$ cat config.mk
export PLATFORM = sky130hd
export DESIGN_NAME = ata_reset_and_transfer_mode_config
export DESIGN_NICKNAME = d
export VERILOG_FILES = /design/src/ata_cfg_pkg.sv /design/src/ata_reset_and_transfer_mode_config.sv
export VERILOG_INCLUDE_DIRS = /design/src /design/src/src
export SDC_FILE = /design/constraint.sdc
export NUM_CORES = 1
export LEC_CHECK = 0
export ABC_AREA = 0
export ABC_CLOCK_PERIOD_IN_PS = 1900
export BUFFER_PORTS_ARGS = -buffer_cell sky130_fd_sc_hd__buf_2
export CELL_PAD_IN_SITES_DETAIL_PLACEMENT = 0
export CELL_PAD_IN_SITES_GLOBAL_PLACEMENT = 2
export CORE_UTILIZATION = 32
export DETAILED_ROUTE_END_ITERATION = 6
export GPL_TIMING_DRIVEN = 0
export PLACE_DENSITY = 0.75
export SLEW_MARGIN = 20
export SYNTH_ARGS = -nofsm -noshare
export SYNTH_HDL_FRONTEND = slang
export SYNTH_SLANG_ARGS = --single-unit
export TNS_END_PERCENT = 20
$ cat constraint.sdc
create_clock -name clk -period 1.9 [get_ports clk]
set_clock_uncertainty 0.05 [all_clocks]
set_input_delay 0.095 -clock clk [delete_from_list [all_inputs] [get_ports clk]]
set_output_delay 0.095 -clock clk [all_outputs]
set_load 0.01 [all_outputs]
$ cat src/ata_cfg_consts.svh
// byte addresses, field positions, reset values and timing for the drive config decoder
`ifndef ATA_CFG_CONSTS_SVH
`define ATA_CFG_CONSTS_SVH

// ==========================================
// configuration byte addresses
`define ADDR_DRIVE_RESET_CFG 8'h05
`define ADDR_UDMA_MODE_CFG 8'h06
`define ADDR_PIO_DMA_MODE_CFG 8'h07

// ==========================================
// reset values, loaded until the loader writes the bytes
`define RST_DRIVE_RESET_CFG 8'h07
`define RST_UDMA_MODE_CFG 8'hD4
`define RST_PIO_DMA_MODE_CFG 8'h07

// ==========================================
// field positions
`define BIT_SKIP_PIN_RESET 0
`define BIT_SRST_EN 1
`define BIT_ATA_UDMA_EN 7
`define BIT_ATAPI_UDMA_EN 6
`define BIT_UDMA_M4 4
`define BIT_UDMA_M3 3
`define BIT_UDMA_M2 2
`define BIT_MWDMA_EN 2
`define BIT_PIO_M4 1
`define BIT_PIO_M3 0

// ==========================================
// timing
`define CLK_MHZ 125
`define PIN_RESET_HOLD_NS 25000
`define PIN_RESET_HOLD_CYC ((`PIN_RESET_HOLD_NS * `CLK_MHZ + 999) / 1000)
`define HOLD_CNT_W 12

`endif

$ cat src/ata_cfg_pkg.sv
// types shared by the drive reset and transfer mode decoder
package ata_cfg_pkg;

   // ==========================================
   // drive capability, as reported by the attached drive
   typedef struct packed {
      logic is_atapi;
      logic udma_m4;
      logic udma_m3;
      logic udma_m2;
      logic mwdma;
      logic pio_m4;
      logic pio_m3;
   } drive_caps_t;

   // ==========================================
   // chosen transfer setting
   typedef enum logic [1:0] {
      PROTO_PIO,
      PROTO_MWDMA,
      PROTO_UDMA
   } proto_t;

   typedef struct packed {
      proto_t proto;
      logic [2:0] mode;
   } xfer_sel_t;

   // ==========================================
   // configuration byte write from the EEPROM loader
   typedef struct packed {
      logic valid;
      logic [7:0] addr;
      logic [7:0] data;
   } cfg_wr_t;

endpackage

$ cat src/ata_reset_and_transfer_mode_config.sv
// drive reset sequencing and transfer mode selection from stored configuration bytes
//
// Behaviour
// - drive_reset_config set issues a software reset during drive init; cleared, none.
// - skip pin reset set: reset pin only on the first init after chip reset.
// - skip pin reset clear: reset pin asserted on every drive reset.
// - udma_mode_config plus capable ata drive: use udma at highest rate.
// - atapi udma enable plus capable atapi drive: use udma at highest rate.
// - udma mask bits 4,3,2 enable modes 4,3,2; only those modes exist.
// - udma mode is highest mode enabled in mask and supported by drive.
// - multiword dma enable plus drive support selects multiword dma transfers when no udma mode applies.
// - pio mask bit 1 enables pio mode 4, bit 0 pio mode 3.
// - run highest pio mode enabled and supported; only modes 0, 3, 4.
// - pio mode 0 is always available as fallback.
`timescale 1ns/100ps
`default_nettype none
`include "ata_cfg_consts.svh"

module ata_reset_and_transfer_mode_config (
   input wire logic clk,
   input wire logic resetn,
   input wire ata_cfg_pkg::cfg_wr_t cfg_wr,
   input wire logic [7:0] cfg_rd_addr,
   output logic [7:0] cfg_rd_data,
   input wire logic init_req,
   input wire ata_cfg_pkg::drive_caps_t drive_caps,
   input wire logic srst_done,
   output logic drive_hard_reset_pin_n,
   output logic srst_req,
   output logic init_busy,
   output logic init_done,
   output ata_cfg_pkg::xfer_sel_t xfer_sel
);
   import ata_cfg_pkg::*;

   typedef enum logic [1:0] {
      ST_IDLE,
      ST_PIN_RESET,
      ST_SRST,
      ST_DONE
   } init_state_t;

   localparam logic [`HOLD_CNT_W-1:0] HOLD_LAST = `HOLD_CNT_W'(`PIN_RESET_HOLD_CYC - 1);

   logic [7:0] drive_reset_cfg_q;
   logic [7:0] udma_mode_cfg_q;
   logic [7:0] pio_dma_mode_cfg_q;
   logic first_init_q;
   init_state_t state_q;
   logic [`HOLD_CNT_W-1:0] hold_cnt_q;
   logic use_pin;
   xfer_sel_t xfer_d;
   logic srst_en;
   logic skip_pin;
   logic udma_on;
   logic pin_low_d;

   // ==========================================
   // decoded fields
   assign srst_en = drive_reset_cfg_q[`BIT_SRST_EN];
   assign skip_pin = drive_reset_cfg_q[`BIT_SKIP_PIN_RESET];
   // enable chosen by drive class; an atapi drive never inherits the ata one
   assign udma_on = drive_caps.is_atapi ? udma_mode_cfg_q[`BIT_ATAPI_UDMA_EN]
                                        : udma_mode_cfg_q[`BIT_ATA_UDMA_EN];

   // ==========================================
   // configuration bytes
   // reserved bits are stored as written; the decode below never looks at them,
   // so a loader that breaks the zero-fill convention only changes readback
   always_ff @(posedge clk or negedge resetn) begin
      if (!resetn) begin
         drive_reset_cfg_q <= `RST_DRIVE_RESET_CFG;
         udma_mode_cfg_q <= `RST_UDMA_MODE_CFG;
         pio_dma_mode_cfg_q <= `RST_PIO_DMA_MODE_CFG;
      end else if (cfg_wr.valid) begin
         case (cfg_wr.addr)
            `ADDR_DRIVE_RESET_CFG: drive_reset_cfg_q <= cfg_wr.data;
            `ADDR_UDMA_MODE_CFG: udma_mode_cfg_q <= cfg_wr.data;
            `ADDR_PIO_DMA_MODE_CFG: pio_dma_mode_cfg_q <= cfg_wr.data;
            default: ;
         endcase
      end
   end

   // readback lags the address by one cycle, like a registered rom port
   always_ff @(posedge clk or negedge resetn) begin
      if (!resetn) begin
         cfg_rd_data <= 8'h00;
      end else begin
         case (cfg_rd_addr)
            `ADDR_DRIVE_RESET_CFG: cfg_rd_data <= drive_reset_cfg_q;
            `ADDR_UDMA_MODE_CFG: cfg_rd_data <= udma_mode_cfg_q;
            `ADDR_PIO_DMA_MODE_CFG: cfg_rd_data <= pio_dma_mode_cfg_q;
            default: cfg_rd_data <= 8'h00;
         endcase
      end
   end

   // ==========================================
   // reset method choice
   // the forbidden combination (no srst, pin skipped) is not repaired here:
   // after the first init such a drive simply gets no reset at all
   assign use_pin = !skip_pin
                    || first_init_q;

   // cleared only after a whole init, so a skip bit loaded before the first
   // init cannot suppress the power-up pin reset
   always_ff @(posedge clk or negedge resetn) begin
      if (!resetn) begin
         first_init_q <= 1'b1;
      end else if (state_q == ST_DONE) begin
         first_init_q <= 1'b0;
      end
   end

   // ==========================================
   // drive init sequencer: pin reset, then software reset, then done
   always_ff @(posedge clk or negedge resetn) begin
      if (!resetn) begin
         state_q <= ST_IDLE;
         hold_cnt_q <= '0;
      end else begin
         case (state_q)
            ST_IDLE: begin
               // restart in idle so an abandoned hold cannot shorten the next one
               hold_cnt_q <= '0;
               if (init_req) begin
                  if (use_pin) begin
                     state_q <= ST_PIN_RESET;
                  end else if (srst_en) begin
                     state_q <= ST_SRST;
                  end else begin
                     state_q <= ST_DONE;
                  end
               end
            end
            ST_PIN_RESET: begin
               if (hold_cnt_q == HOLD_LAST) begin
                  hold_cnt_q <= '0;
                  if (srst_en) begin
                     state_q <= ST_SRST;
                  end else begin
                     state_q <= ST_DONE;
                  end
               end else begin
                  hold_cnt_q <= hold_cnt_q + `HOLD_CNT_W'(1);
               end
            end
            ST_SRST: begin
               // no time limit: a drive that never answers keeps init_busy high,
               // so the reset engine must always report back
               if (srst_done) begin
                  state_q <= ST_DONE;
               end
            end
            ST_DONE: state_q <= ST_IDLE;
            default: state_q <= ST_IDLE;
         endcase
      end
   end

   // pin low from the accepting edge through the last count of the hold
   assign pin_low_d = (state_q == ST_IDLE && init_req && use_pin)
                      || (state_q == ST_PIN_RESET && hold_cnt_q != HOLD_LAST);

   always_ff @(posedge clk or negedge resetn) begin
      if (!resetn) begin
         drive_hard_reset_pin_n <= 1'b1;
         srst_req <= 1'b0;
         init_busy <= 1'b0;
         init_done <= 1'b0;
      end else begin
         drive_hard_reset_pin_n <= !pin_low_d;
         srst_req <= (state_q == ST_SRST) && !srst_done;
         init_busy <= (state_q == ST_IDLE) ? init_req : (state_q != ST_DONE);
         init_done <= (state_q == ST_DONE);
      end
   end

   // ==========================================
   // transfer mode choice, highest enabled and supported
   always_comb begin
      // pio settled first; any usable dma choice below overrides it
      xfer_d.proto = PROTO_PIO;
      xfer_d.mode = 3'h0;
      if (pio_dma_mode_cfg_q[`BIT_PIO_M4] && drive_caps.pio_m4) begin
         xfer_d.mode = 3'h4;
      end else if (pio_dma_mode_cfg_q[`BIT_PIO_M3] && drive_caps.pio_m3) begin
         xfer_d.mode = 3'h3;
      end
      if (udma_on && udma_mode_cfg_q[`BIT_UDMA_M4] && drive_caps.udma_m4) begin
         xfer_d.proto = PROTO_UDMA;
         xfer_d.mode = 3'h4;
      end else if (udma_on && udma_mode_cfg_q[`BIT_UDMA_M3] && drive_caps.udma_m3) begin
         xfer_d.proto = PROTO_UDMA;
         xfer_d.mode = 3'h3;
      end else if (udma_on && udma_mode_cfg_q[`BIT_UDMA_M2] && drive_caps.udma_m2) begin
         xfer_d.proto = PROTO_UDMA;
         xfer_d.mode = 3'h2;
      // multiword dma reported as mode 2, the only one the data path has
      end else if (pio_dma_mode_cfg_q[`BIT_MWDMA_EN] && drive_caps.mwdma) begin
         xfer_d.proto = PROTO_MWDMA;
         xfer_d.mode = 3'h2;
      end
   end

   // follows config and drive_caps every cycle; hold both steady during a transfer
   always_ff @(posedge clk or negedge resetn) begin
      if (!resetn) begin
         xfer_sel <= '{proto: PROTO_PIO, mode: 3'h0};
      end else begin
         xfer_sel <= xfer_d;
      end
   end

endmodule
`default_nettype wire

==> results of run 1 <==
## kinds of logic after synthesis
kind of cell	after synthesis	share of synthesized area, %
fa+ha+maj	7	3.343
simple gates	72	15.38
flops	56	54.06
mux	39	16.48
xor+xnor	1	0.3343
compound gates	31	8.406
buf+inv	14	2.006
## placed cells by master, fill, tap and decap left out, drive strengths merged, types with 8 or more instances in the layout
cell | synthesis | routed
a22oi | 8 | 8
nand3 | 14 | 14
nor2 | 14 | 14
buf | 0 | 59
dlygate4sd3 | 0 | 11
dfstp | 12 | 12
mux2 | 33 | 33
nand2 | 16 | 16
clkbuf | 7 | 13
dfrtp | 44 | 44
## sequential cells by signal, summed over array words and instances, names as in the netlist
register / count
hold_cnt_q: 12
cfg_rd_data: 8
drive_reset_cfg_q: 8
pio_dma_mode_cfg_q: 8
udma_mode_cfg_q: 8
xfer_sel: 5
state_q: 2
drive_hard_reset_pin_n: 1
first_init_q: 1
init_busy: 1
init_done: 1
srst_req: 1
## repair_timing
item | 4_1_cts | 5_1_grt
buffers inserted | 3 | 6
gates resized for setup | 1 | 9
endpoints found under the setup margin | 9 | 13
hold buffers | 10 | 1
gates cloned | 0 | 0
endpoints found under the hold margin | 65 | 1
pin swaps | 2 | 4
## worst min-delay path by stage
| stage | slack, ns | end | cells after the start |
|---|---|---|---|
| final | 0.02 | xfer_sel[0] | 3 |
| after global routing | 0.03 | xfer_sel[1] | 3 |
| after CTS | 0.0008 | udma_mode_cfg_q[1] | 2 |
| after detailed placement | 0.15 | init_done | 1 |
| after global placement | 0.22 | srst_req | 2 |
| after floorplan | -0.25 | cfg_rd_data[0] | 0 |
## layer usage
metal | up-vias | share of wire (%)
met4 | 0 | 1.2
met2 | 46 | 47
met5 | - | 0
li1 | 950 | -
met1 | 921 | 48
met3 | 7 | 3.7
## through the flow
step                worst slack, ns  util, %
global placement            -0.3437    38.40
finish                      0.02518    42.90
global route               -0.03978    42.90
CTS                        -0.08140    41.84
floorplan                   0.08352        -
detailed placement          -0.3151    38.43
## power groups by stage
stage,Combinational [mW],Clock (mW),Sequential (mW)
finish,0.943,0.912,1.41
global route,1.08,0.996,1.43
CTS,0.877,0.949,1.41
detailed placement,0.791,0,1.43
global placement,0.786,0,1.43
floorplan,0.513,0,1.43
## worst register-to-register path: stages (launching register included)
cell,delay [ns]
dfrtp_2,0.45
or3_4,0.39
o41a_1,0.49
buf_4,0.18
a21oi_1,0.12
mux2i_1,0.09
## cell usage after synthesis
cell type  count
a21o_1         2
a21oi_1        6
a22o_1         3
a22oi_1        8
a31oi_1        1
and2_1         1
and3_1         4
and4_1         1
clkbuf_1       7
dfrtp_1       44
dfstp_2       12
ha_1           7
inv_1          7
mux2_2        33
mux2i_1        6
nand2_1       16
nand2b_1       1
nand3_1       13
nand3_2        1
nand3b_1       3
nand3b_2       2
nand4_1        4
nand4b_1       1
nor2_1        14
nor2b_1        5
nor4_1         1
nor4b_4        1
o211ai_1       1
o21ai_0        5
o22ai_1        1
o311ai_0       1
o31ai_1        1
o41a_1         1
o41ai_2        1
or3_1          3
or4b_1         1
xor2_1         1
## layout make-up
cell class                 instances  area, um^2
fill                             775        4458
tap                              102       127.6
sequential                        56        1419
inverter                           7       26.28
multi-input combinational        150        1184
timing repair buffer              70       434.2
buffer                             7       26.28
clock buffer                       6       72.57
clock inverter                     2       60.06
==> results.json, run 1 <==
{
  "grt_pass1_vias": 1944,
  "crit_buf_inv": 1,
  "fin_tns_setup_ns": 0,
  "worstReg2RegEnd": "hold_cnt_q[5]",
  "status": "complete, no violations",
  "area_delta_synth_final_pct": 27.84,
  "die_area_um2": 8553,
  "wl_um": 5572,
  "grt_remaining_overflow": 0,
  "dp.final_hpwl_um": 3819,
  "gr-usage-met3_pct": 3.366,
  "cpPeakStageDelay_ns": 0.49,
  "htree_levels": 2,
  "cts_inserted_buffers": 5,
  "drtIter0Drc": 91,
  "power_leakage_nw": 1.619,
  "reg2reg_depth": 5,
  "n_antenna_cell": 0,
  "drc": 0,
  "avgSynthCellArea_um2": 11.91,
  "ant_nets": 0,
  "num_vias": 1924,
  "rows": 32,
  "synth_largest_area_cell": "dfrtp_1",
  "pwr_density_cell_nw_per_um2": 974.7,
  "cp_slowest_cell": "o41a_1",
  "cts-root-buf": "clkbuf_8",
  "clockPowerShare_pct": 27.9,
  "fin_hold_ws_ns": 0.02070,
  "crit_type": "reg2reg",
  "fin_crit_ns": 1.875,
  "clock_latency_ns": 0.31,
  "final_cells": 400,
  "synthTopCellsByArea": "dfrtp_1 42%, mux2_2 14%, dfstp_2 12%",
  "ys_seq_area_share_pct": 54.06,
  "grt_pass1_wl_um": 9439,
  "fmax_mhz": 533.4,
  "start_kind": "flip-flop",
  "die_w_um": 92.49,
  "synth_fp_nets": 263,
  "r2r-start": "hold_cnt_q[7]",
  "crit_end": "hold_cnt_q[5]",
  "cp.required_ns": 2.05,
  "combPwrFrac_pct": 28.9,
  "hold_path_startpoint": "drive_caps[4]",
  "cp_cell_sequence": "or3_4 > o41a_1 > buf_4 > a21oi_1 > mux2i_1",
  "wl_per_cell_um": 13.93,
  "synth_seq_cells": 56,
  "p_switching_mw": 0.9642,
  "nets": 340,
  "antenna_found_initial": 0,
  "cp-startpoint": "hold_cnt_q[7]",
  "design_area_um2": 3349,
  "die_y_um": 92.49,
  "peakVddDrop_mv": 0.2752,
  "setup_viol": 0,
  "cts_tree": "done",
  "hold_viol": 0,
  "via_per_inst": 4.810,
  "clkSinkCount": 56,
  "grtUsageMet1_pct": 18.54,
  "power.total_mw": 3.265,
  "critPathMaxFanout": 5,
  "start_util_pct": 33.56,
  "dpl_cell_area_um2": 3000,
  "core_um2": 7807,
  "fin_crit_sh_pct": 98.67,
  "cap_violations": 0,
  "yosys_warnings": 0,
  "ff2ff_setup_slack_ns": 0.03,
  "crit_family": "compound AO/OA/AOI/OAI gates",
  "layout-drive-gt1-share_pct": 41.28,
  "internal_power_mw": 2.301,
  "endpoint_kind": "flip-flop",
  "met2_usage_pct": 23.52,
  "yosysUniqueCellTypes": 37,
  "drv_slew": 0,
  "cp.arrival_ns": 2.02,
  "rsz0062_at_grt": "yes",
  "worst_slew_pin_slew_ns": 0.7128,
  "yosys.area.top_type_share_pct": 42.02,
  "io_pins": 53,
  "path_clk_slew_ns": 0.10,
  "top_usage_layer": "met2",
  "cts.path.max_buffers": 2,
  "routabilityCongestion": 0.7185,
  "dr.pass1.iters": 4,
  "pwr-share-seq_pct": 43.2,
  "critical_path_depth": 5,
  "grt_usage_pct": 14.17,
  "portBuffers": 50,
  "grt_max_degree": 57,
  "synth_area_um2": 2620,
  "min_path_type": "in2reg",
  "switching_share_pct": 29.53,
  "numPlacedInstances": 372,
  "synth_cells": 220,
  "slew_headroom_pct": 52.48
}
Power figures use the tool's default switching activity.
==> inputs of run 2 (changes only) <==
Settings changed: ABC_CLOCK_PERIOD_IN_PS 1900 to 2400, CORE_UTILIZATION 32 to 38, PLACE_DENSITY 0.75 to 0.83.
Clock period 1.9 ns to 2.4 ns, I/O delays scaled along.
==> results.json, run 2 (synthesized netlist as in run 1, its figures left out) <==
{
  "power_leakage_nw": 1.509,
  "ant_nets": 0,
  "pwr_density_cell_nw_per_um2": 729.3,
  "dpl_cell_area_um2": 2969,
  "die_y_um": 85.04,
  "antenna_found_initial": 0,
  "cts.path.max_buffers": 2,
  "cp_slowest_cell": "o41ai_2",
  "grt_max_degree": 57,
  "cp.arrival_ns": 2.33,
  "rsz0062_at_grt": "no",
  "portBuffers": 50,
  "fin_crit_sh_pct": 90.71,
  "largest_reg_flops": 12,
  "cts_setup_buffers": 0,
  "grt_pass1_vias": 1922,
  "drc": 0,
  "setup_viol": 0,
  "start_util_pct": 40.34,
  "peakVddDrop_mv": 0.2625,
  "fmax_mhz": 459.4,
  "fin_hold_ws_ns": 0.006070,
  "status": "complete, no violations",
  "hold_buffers": 3,
  "via_per_inst": 5.270,
  "design_area_um2": 3099,
  "crit_family": "compound AO/OA/AOI/OAI gates",
  "slew_headroom_pct": 48.60,
  "min_path_type": "in2reg",
  "routabilityCongestion": 0.7284,
  "drtIter0Drc": 74,
  "cp.required_ns": 2.55,
  "htree_levels": 2,
  "multi_input_area_um2": 1151,
  "critPathMaxFanout": 8,
  "area.sequential_um2": 1416,
  "numPlacedInstances": 347,
  "final_common_cell": "buf_2",
  "num_vias": 1892,
  "crit_buf_inv": 0,
  "path_clk_slew_ns": 0.11,
  "start_kind": "flip-flop",
  "wl_um": 5317,
  "cap_violations": 0,
  "n_antenna_cell": 0,
  "power.total_mw": 2.260,
  "cts_resized": 0,
  "clkSinkCount": 56,
  "cts_tree": "done",
  "nets": 324,
  "rows": 29,
  "cp_cell_sequence": "or3_1 > o41ai_2 > nand2_1 > mux2i_1",
  "dp.final_hpwl_um": 3660,
  "cpPeakStageDelay_ns": 0.76,
  "grt_usage_pct": 16.51,
  "io_pins": 53,
  "die_area_um2": 7231,
  "top_register": "hold_cnt_q",
  "fin_crit_ns": 2.177,
  "endpoint_kind": "flip-flop",
  "fin_tns_setup_ns": 0,
  "final_cells": 359,
  "worst_slew_pin_slew_ns": 0.7626,
  "grt_remaining_overflow": 0,
  "grt_pass1_wl_um": 9232,
  "core_um2": 6495,
  "layout_common_cells": "49 x buf_2, 44 x dfrtp_1, 33 x mux2_2, 16 x nand2_1, 14 x nor2_1",
  "cts_inserted_buffers": 5,
  "wl_per_cell_um": 14.81,
  "layout-drive-gt1-share_pct": 38.30,
  "dr.pass1.iters": 4,
  "area_delta_synth_final_pct": 18.29,
  "crit_type": "reg2reg",
  "drv_slew": 0,
  "fill_cells": 604,
  "hold_viol": 0,
  "cts-root-buf": "clkbuf_8",
  "die_w_um": 85.04,
  "clock_latency_ns": 0.32
}
## run 2: cell types whose count changed in the layout (fill, tap and decap cells not counted), moves of 2 or more
cell and delta:
inv_1 +2, bufinv_16 -2, inv_2 -2, dfrtp_2 -2, dlygate4sd3_1 -7, dfrtp_1 +2, buf_4 -8
## run 2: path summary, 6_finish.rpt
check / start / endpoint / slack (ns) / cells after the start
setup / recovery: hold_cnt_q[7] / state_q[1] / 0.22 / 4
hold / removal: cfg_wr[7] / drive_reset_cfg_q[7] / 0.006 / 2
setup reg to reg: hold_cnt_q[7] / state_q[1] / 0.22 / 4
hold reg to reg: first_init_q / first_init_q / 0.44 / 1
max in group asynchronous: resetn / cfg_rd_data[1] / 1.49 / 2
min in group asynchronous: resetn / xfer_sel[0] / 0.34 / 2
## run 2: per-stage QoR
stage | setup slack, ns | util (%)
finish | 0.2230 | 47.72
global placement | 0.2231 | 45.68
detailed placement | 0.2542 | 45.71
floorplan | 0.5835 | -
CTS | 0.2327 | 47.56
global route | 0.04227 | 47.72
## run 2: layout make-up
| type | instances | share of cell area (%) |
|---|---|---|
| Sequential cell | 56 | 45.70 |
| Multi-Input combinational cell | 150 | 37.14 |
| Timing Repair Buffer | 54 | 9.447 |
| Tap cell | 77 | 3.109 |
| Clock buffer | 5 | 2.220 |
| Buffer | 7 | 0.8478 |
| Inverter | 7 | 0.8478 |
| Clock inverter | 3 | 0.6863 |
## run 2: per-layer routing
| metal | global-route usage (%) | part of all wire, % | up-vias |
|---|---|---|---|
| met5 | 0 | 0 | - |
| met4 | 5.547 | 1.4 | 0 |
| met3 | 3.794 | 4.3 | 6 |
| met2 | 26.17 | 45 | 44 |
| met1 | 22.40 | 49 | 928 |
| li1 | - | - | 914 |
## run 2: report_power, final
part	internal (mW)	switching, mW
clock	0.208	0.322
combinational	0.255	0.365
sequential	1.05	0.0609
==> inputs of run 3 (changes only) <==
Settings changed: GPL_TIMING_DRIVEN 0 to default.
==> results.json, run 3 (synthesized netlist as in run 1, its figures left out) <==
{
  "status": "complete, no violations",
  "fin_crit_ns": 1.972,
  "io_pins": 53,
  "setup_ws_ns": 0.4283,
  "grt_usage_pct": 16.42,
  "cp.required_ns": 2.55,
  "fin_crit_sh_pct": 82.15,
  "die_w_um": 85.04,
  "cts_setup_buffers": 0,
  "min_path_type": "in2reg",
  "clock_latency_ns": 0.32,
  "antenna_found_initial": 0,
  "portBuffers": 52,
  "cts.path.max_buffers": 2,
  "cp_cell_sequence": "or3_1 > o41a_1 > a21o_1 > a22o_1",
  "internal_power_mw": 1.565,
  "grtUsageMet1_pct": 23.04,
  "cap_violations": 0,
  "grt_pass1_vias": 1887,
  "cpPeakStageDelay_ns": 0.57,
  "combPwrFrac_pct": 29.1,
  "start_kind": "flip-flop",
  "die_y_um": 85.04,
  "cts_inserted_buffers": 5,
  "layout-drive-gt1-share_pct": 40.93,
  "largest_reg_flops": 12,
  "drc": 0,
  "worst_slew_pin_slew_ns": 0.7004,
  "top_usage_layer": "met2",
  "power_leakage_nw": 1.533,
  "p_switching_mw": 0.7618,
  "start_util_pct": 40.34,
  "crit_type": "reg2reg",
  "routabilityCongestion": 0.7250,
  "dr.pass1.iters": 4,
  "grt_pass1_wl_um": 9135,
  "pwr_density_cell_nw_per_um2": 744.6,
  "num_vias": 1870,
  "htree_levels": 2,
  "clockPowerShare_pct": 23.0,
  "cp_slowest_cell": "o41a_1",
  "rows": 29,
  "critPathMaxFanout": 8,
  "ant_nets": 0,
  "final_common_cell": "buf_2",
  "fmax_mhz": 507.2,
  "cts-root-buf": "clkbuf_8",
  "gr-usage-met3_pct": 3.794,
  "rsz0062_at_grt": "no",
  "grt_remaining_overflow": 0,
  "core_um2": 6495,
  "slew_headroom_pct": 53.21,
  "cts_tree": "done",
  "pwr-share-seq_pct": 47.9,
  "path_clk_slew_ns": 0.11,
  "drtIter0Drc": 55,
  "layout_common_cells": "52 x buf_2, 44 x dfrtp_1, 33 x mux2_2, 16 x nand2_1, 14 x nor2_1",
  "fin_tns_setup_ns": 0,
  "top_register": "hold_cnt_q",
  "n_antenna_cell": 0,
  "switching_share_pct": 32.75,
  "setup_viol": 0,
  "nets": 323,
  "drv_slew": 0,
  "wl_per_cell_um": 15.10,
  "peakVddDrop_mv": 0.2648,
  "endpoint_kind": "flip-flop",
  "die_area_um2": 7231,
  "grt_max_degree": 31,
  "clkSinkCount": 56,
  "wl_um": 5407,
  "area_delta_synth_final_pct": 19.25,
  "dp.final_hpwl_um": 3923,
  "met2_usage_pct": 25.07,
  "hold_viol": 0,
  "place_ws_ns": 0.4395,
  "cp.arrival_ns": 2.13,
  "via_per_inst": 5.223
}
[run 3: changes by cell type in the layout (fill, tap and decap cells not counted)]
cell           previous run  this run
buf_12                    0         1
dlygate4sd3_1             4         3
clkbuf_1                  7         0
buf_2                    49        52
inv_6                     1         2
buf_4                     1         4
clkinv_2                  1         0
[run 3: through the flow]
step                      hold slack [ns]  power [mW]  instances  cell area [um^2]  util (%)
after detailed placement           0.1229       1.809        347              3000     46.20
after global routing             0.004845       2.479        358              3124     48.10
after floorplan                   -0.2256       1.541        220              2620         -
after CTS                       0.0001470       2.352        357              3114     47.95
after global placement             0.1245       1.802        347              3000     46.20
final                            0.007780       2.326        358              3124     48.10
[run 3: path summary, 6_finish.rpt]
| path | startpoint | endpoint | slack [ns] | depth (start not counted) |
|---|---|---|---|---|
| min reg2reg | first_init_q | first_init_q | 0.45 | 1 |
| max | hold_cnt_q[7] | hold_cnt_q[6] | 0.43 | 4 |
| min in group asynchronous | resetn | xfer_sel[1] | 0.30 | 2 |
| min | cfg_wr[4] | pio_dma_mode_cfg_q[4] | 0.008 | 2 |
| max reg2reg | hold_cnt_q[7] | hold_cnt_q[6] | 0.43 | 4 |
| max in group asynchronous | resetn | drive_reset_cfg_q[0] | 1.36 | 3 |
[run 3: layout make-up]
class / instances / area (um^2)
clock buffers: 5 / 68.82
multi-input cells: 150 / 1151
repair buffers: 60 / 340.3
clock inverters: 3 / 25.02
flip-flops and latches: 56 / 1416
inverters: 7 / 26.28
fillers: 613 / 3371
well taps: 77 / 96.34
[run 3: repair_timing]
item	4_1_cts	5_1_grt
hold endpoints to repair	23	2
hold buffers	2	1
setup endpoints to repair	0	0
resized for setup	0	0
[run 3: power groups by stage]
stage	combinational, mW	clock (mW)	sequential (mW)
finish	0.677	0.536	1.11
global route	0.751	0.601	1.13
CTS	0.680	0.558	1.11
detailed placement	0.676	0	1.13
global placement	0.674	0	1.13
floorplan	0.406	0	1.14
[run 3: routing by layer]
metal	share of wire, %	routed length (um)	vias up
met3	4.7	252	4
met4	1.2	64	0
li1	-	-	914
met1	50	2690	897
met5	0	0	-
met2	44	2400	55
[run 3: worst max-delay path, delay by kind of cell, from the launching register on]
| family | cells | cell delay (ns) |
|---|---|---|
| AND/OR/NAND/NOR | 1 | 0.41 |
| flip-flops | 1 | 0.46 |
| AO/OA/AOI/OAI | 3 | 0.95 |
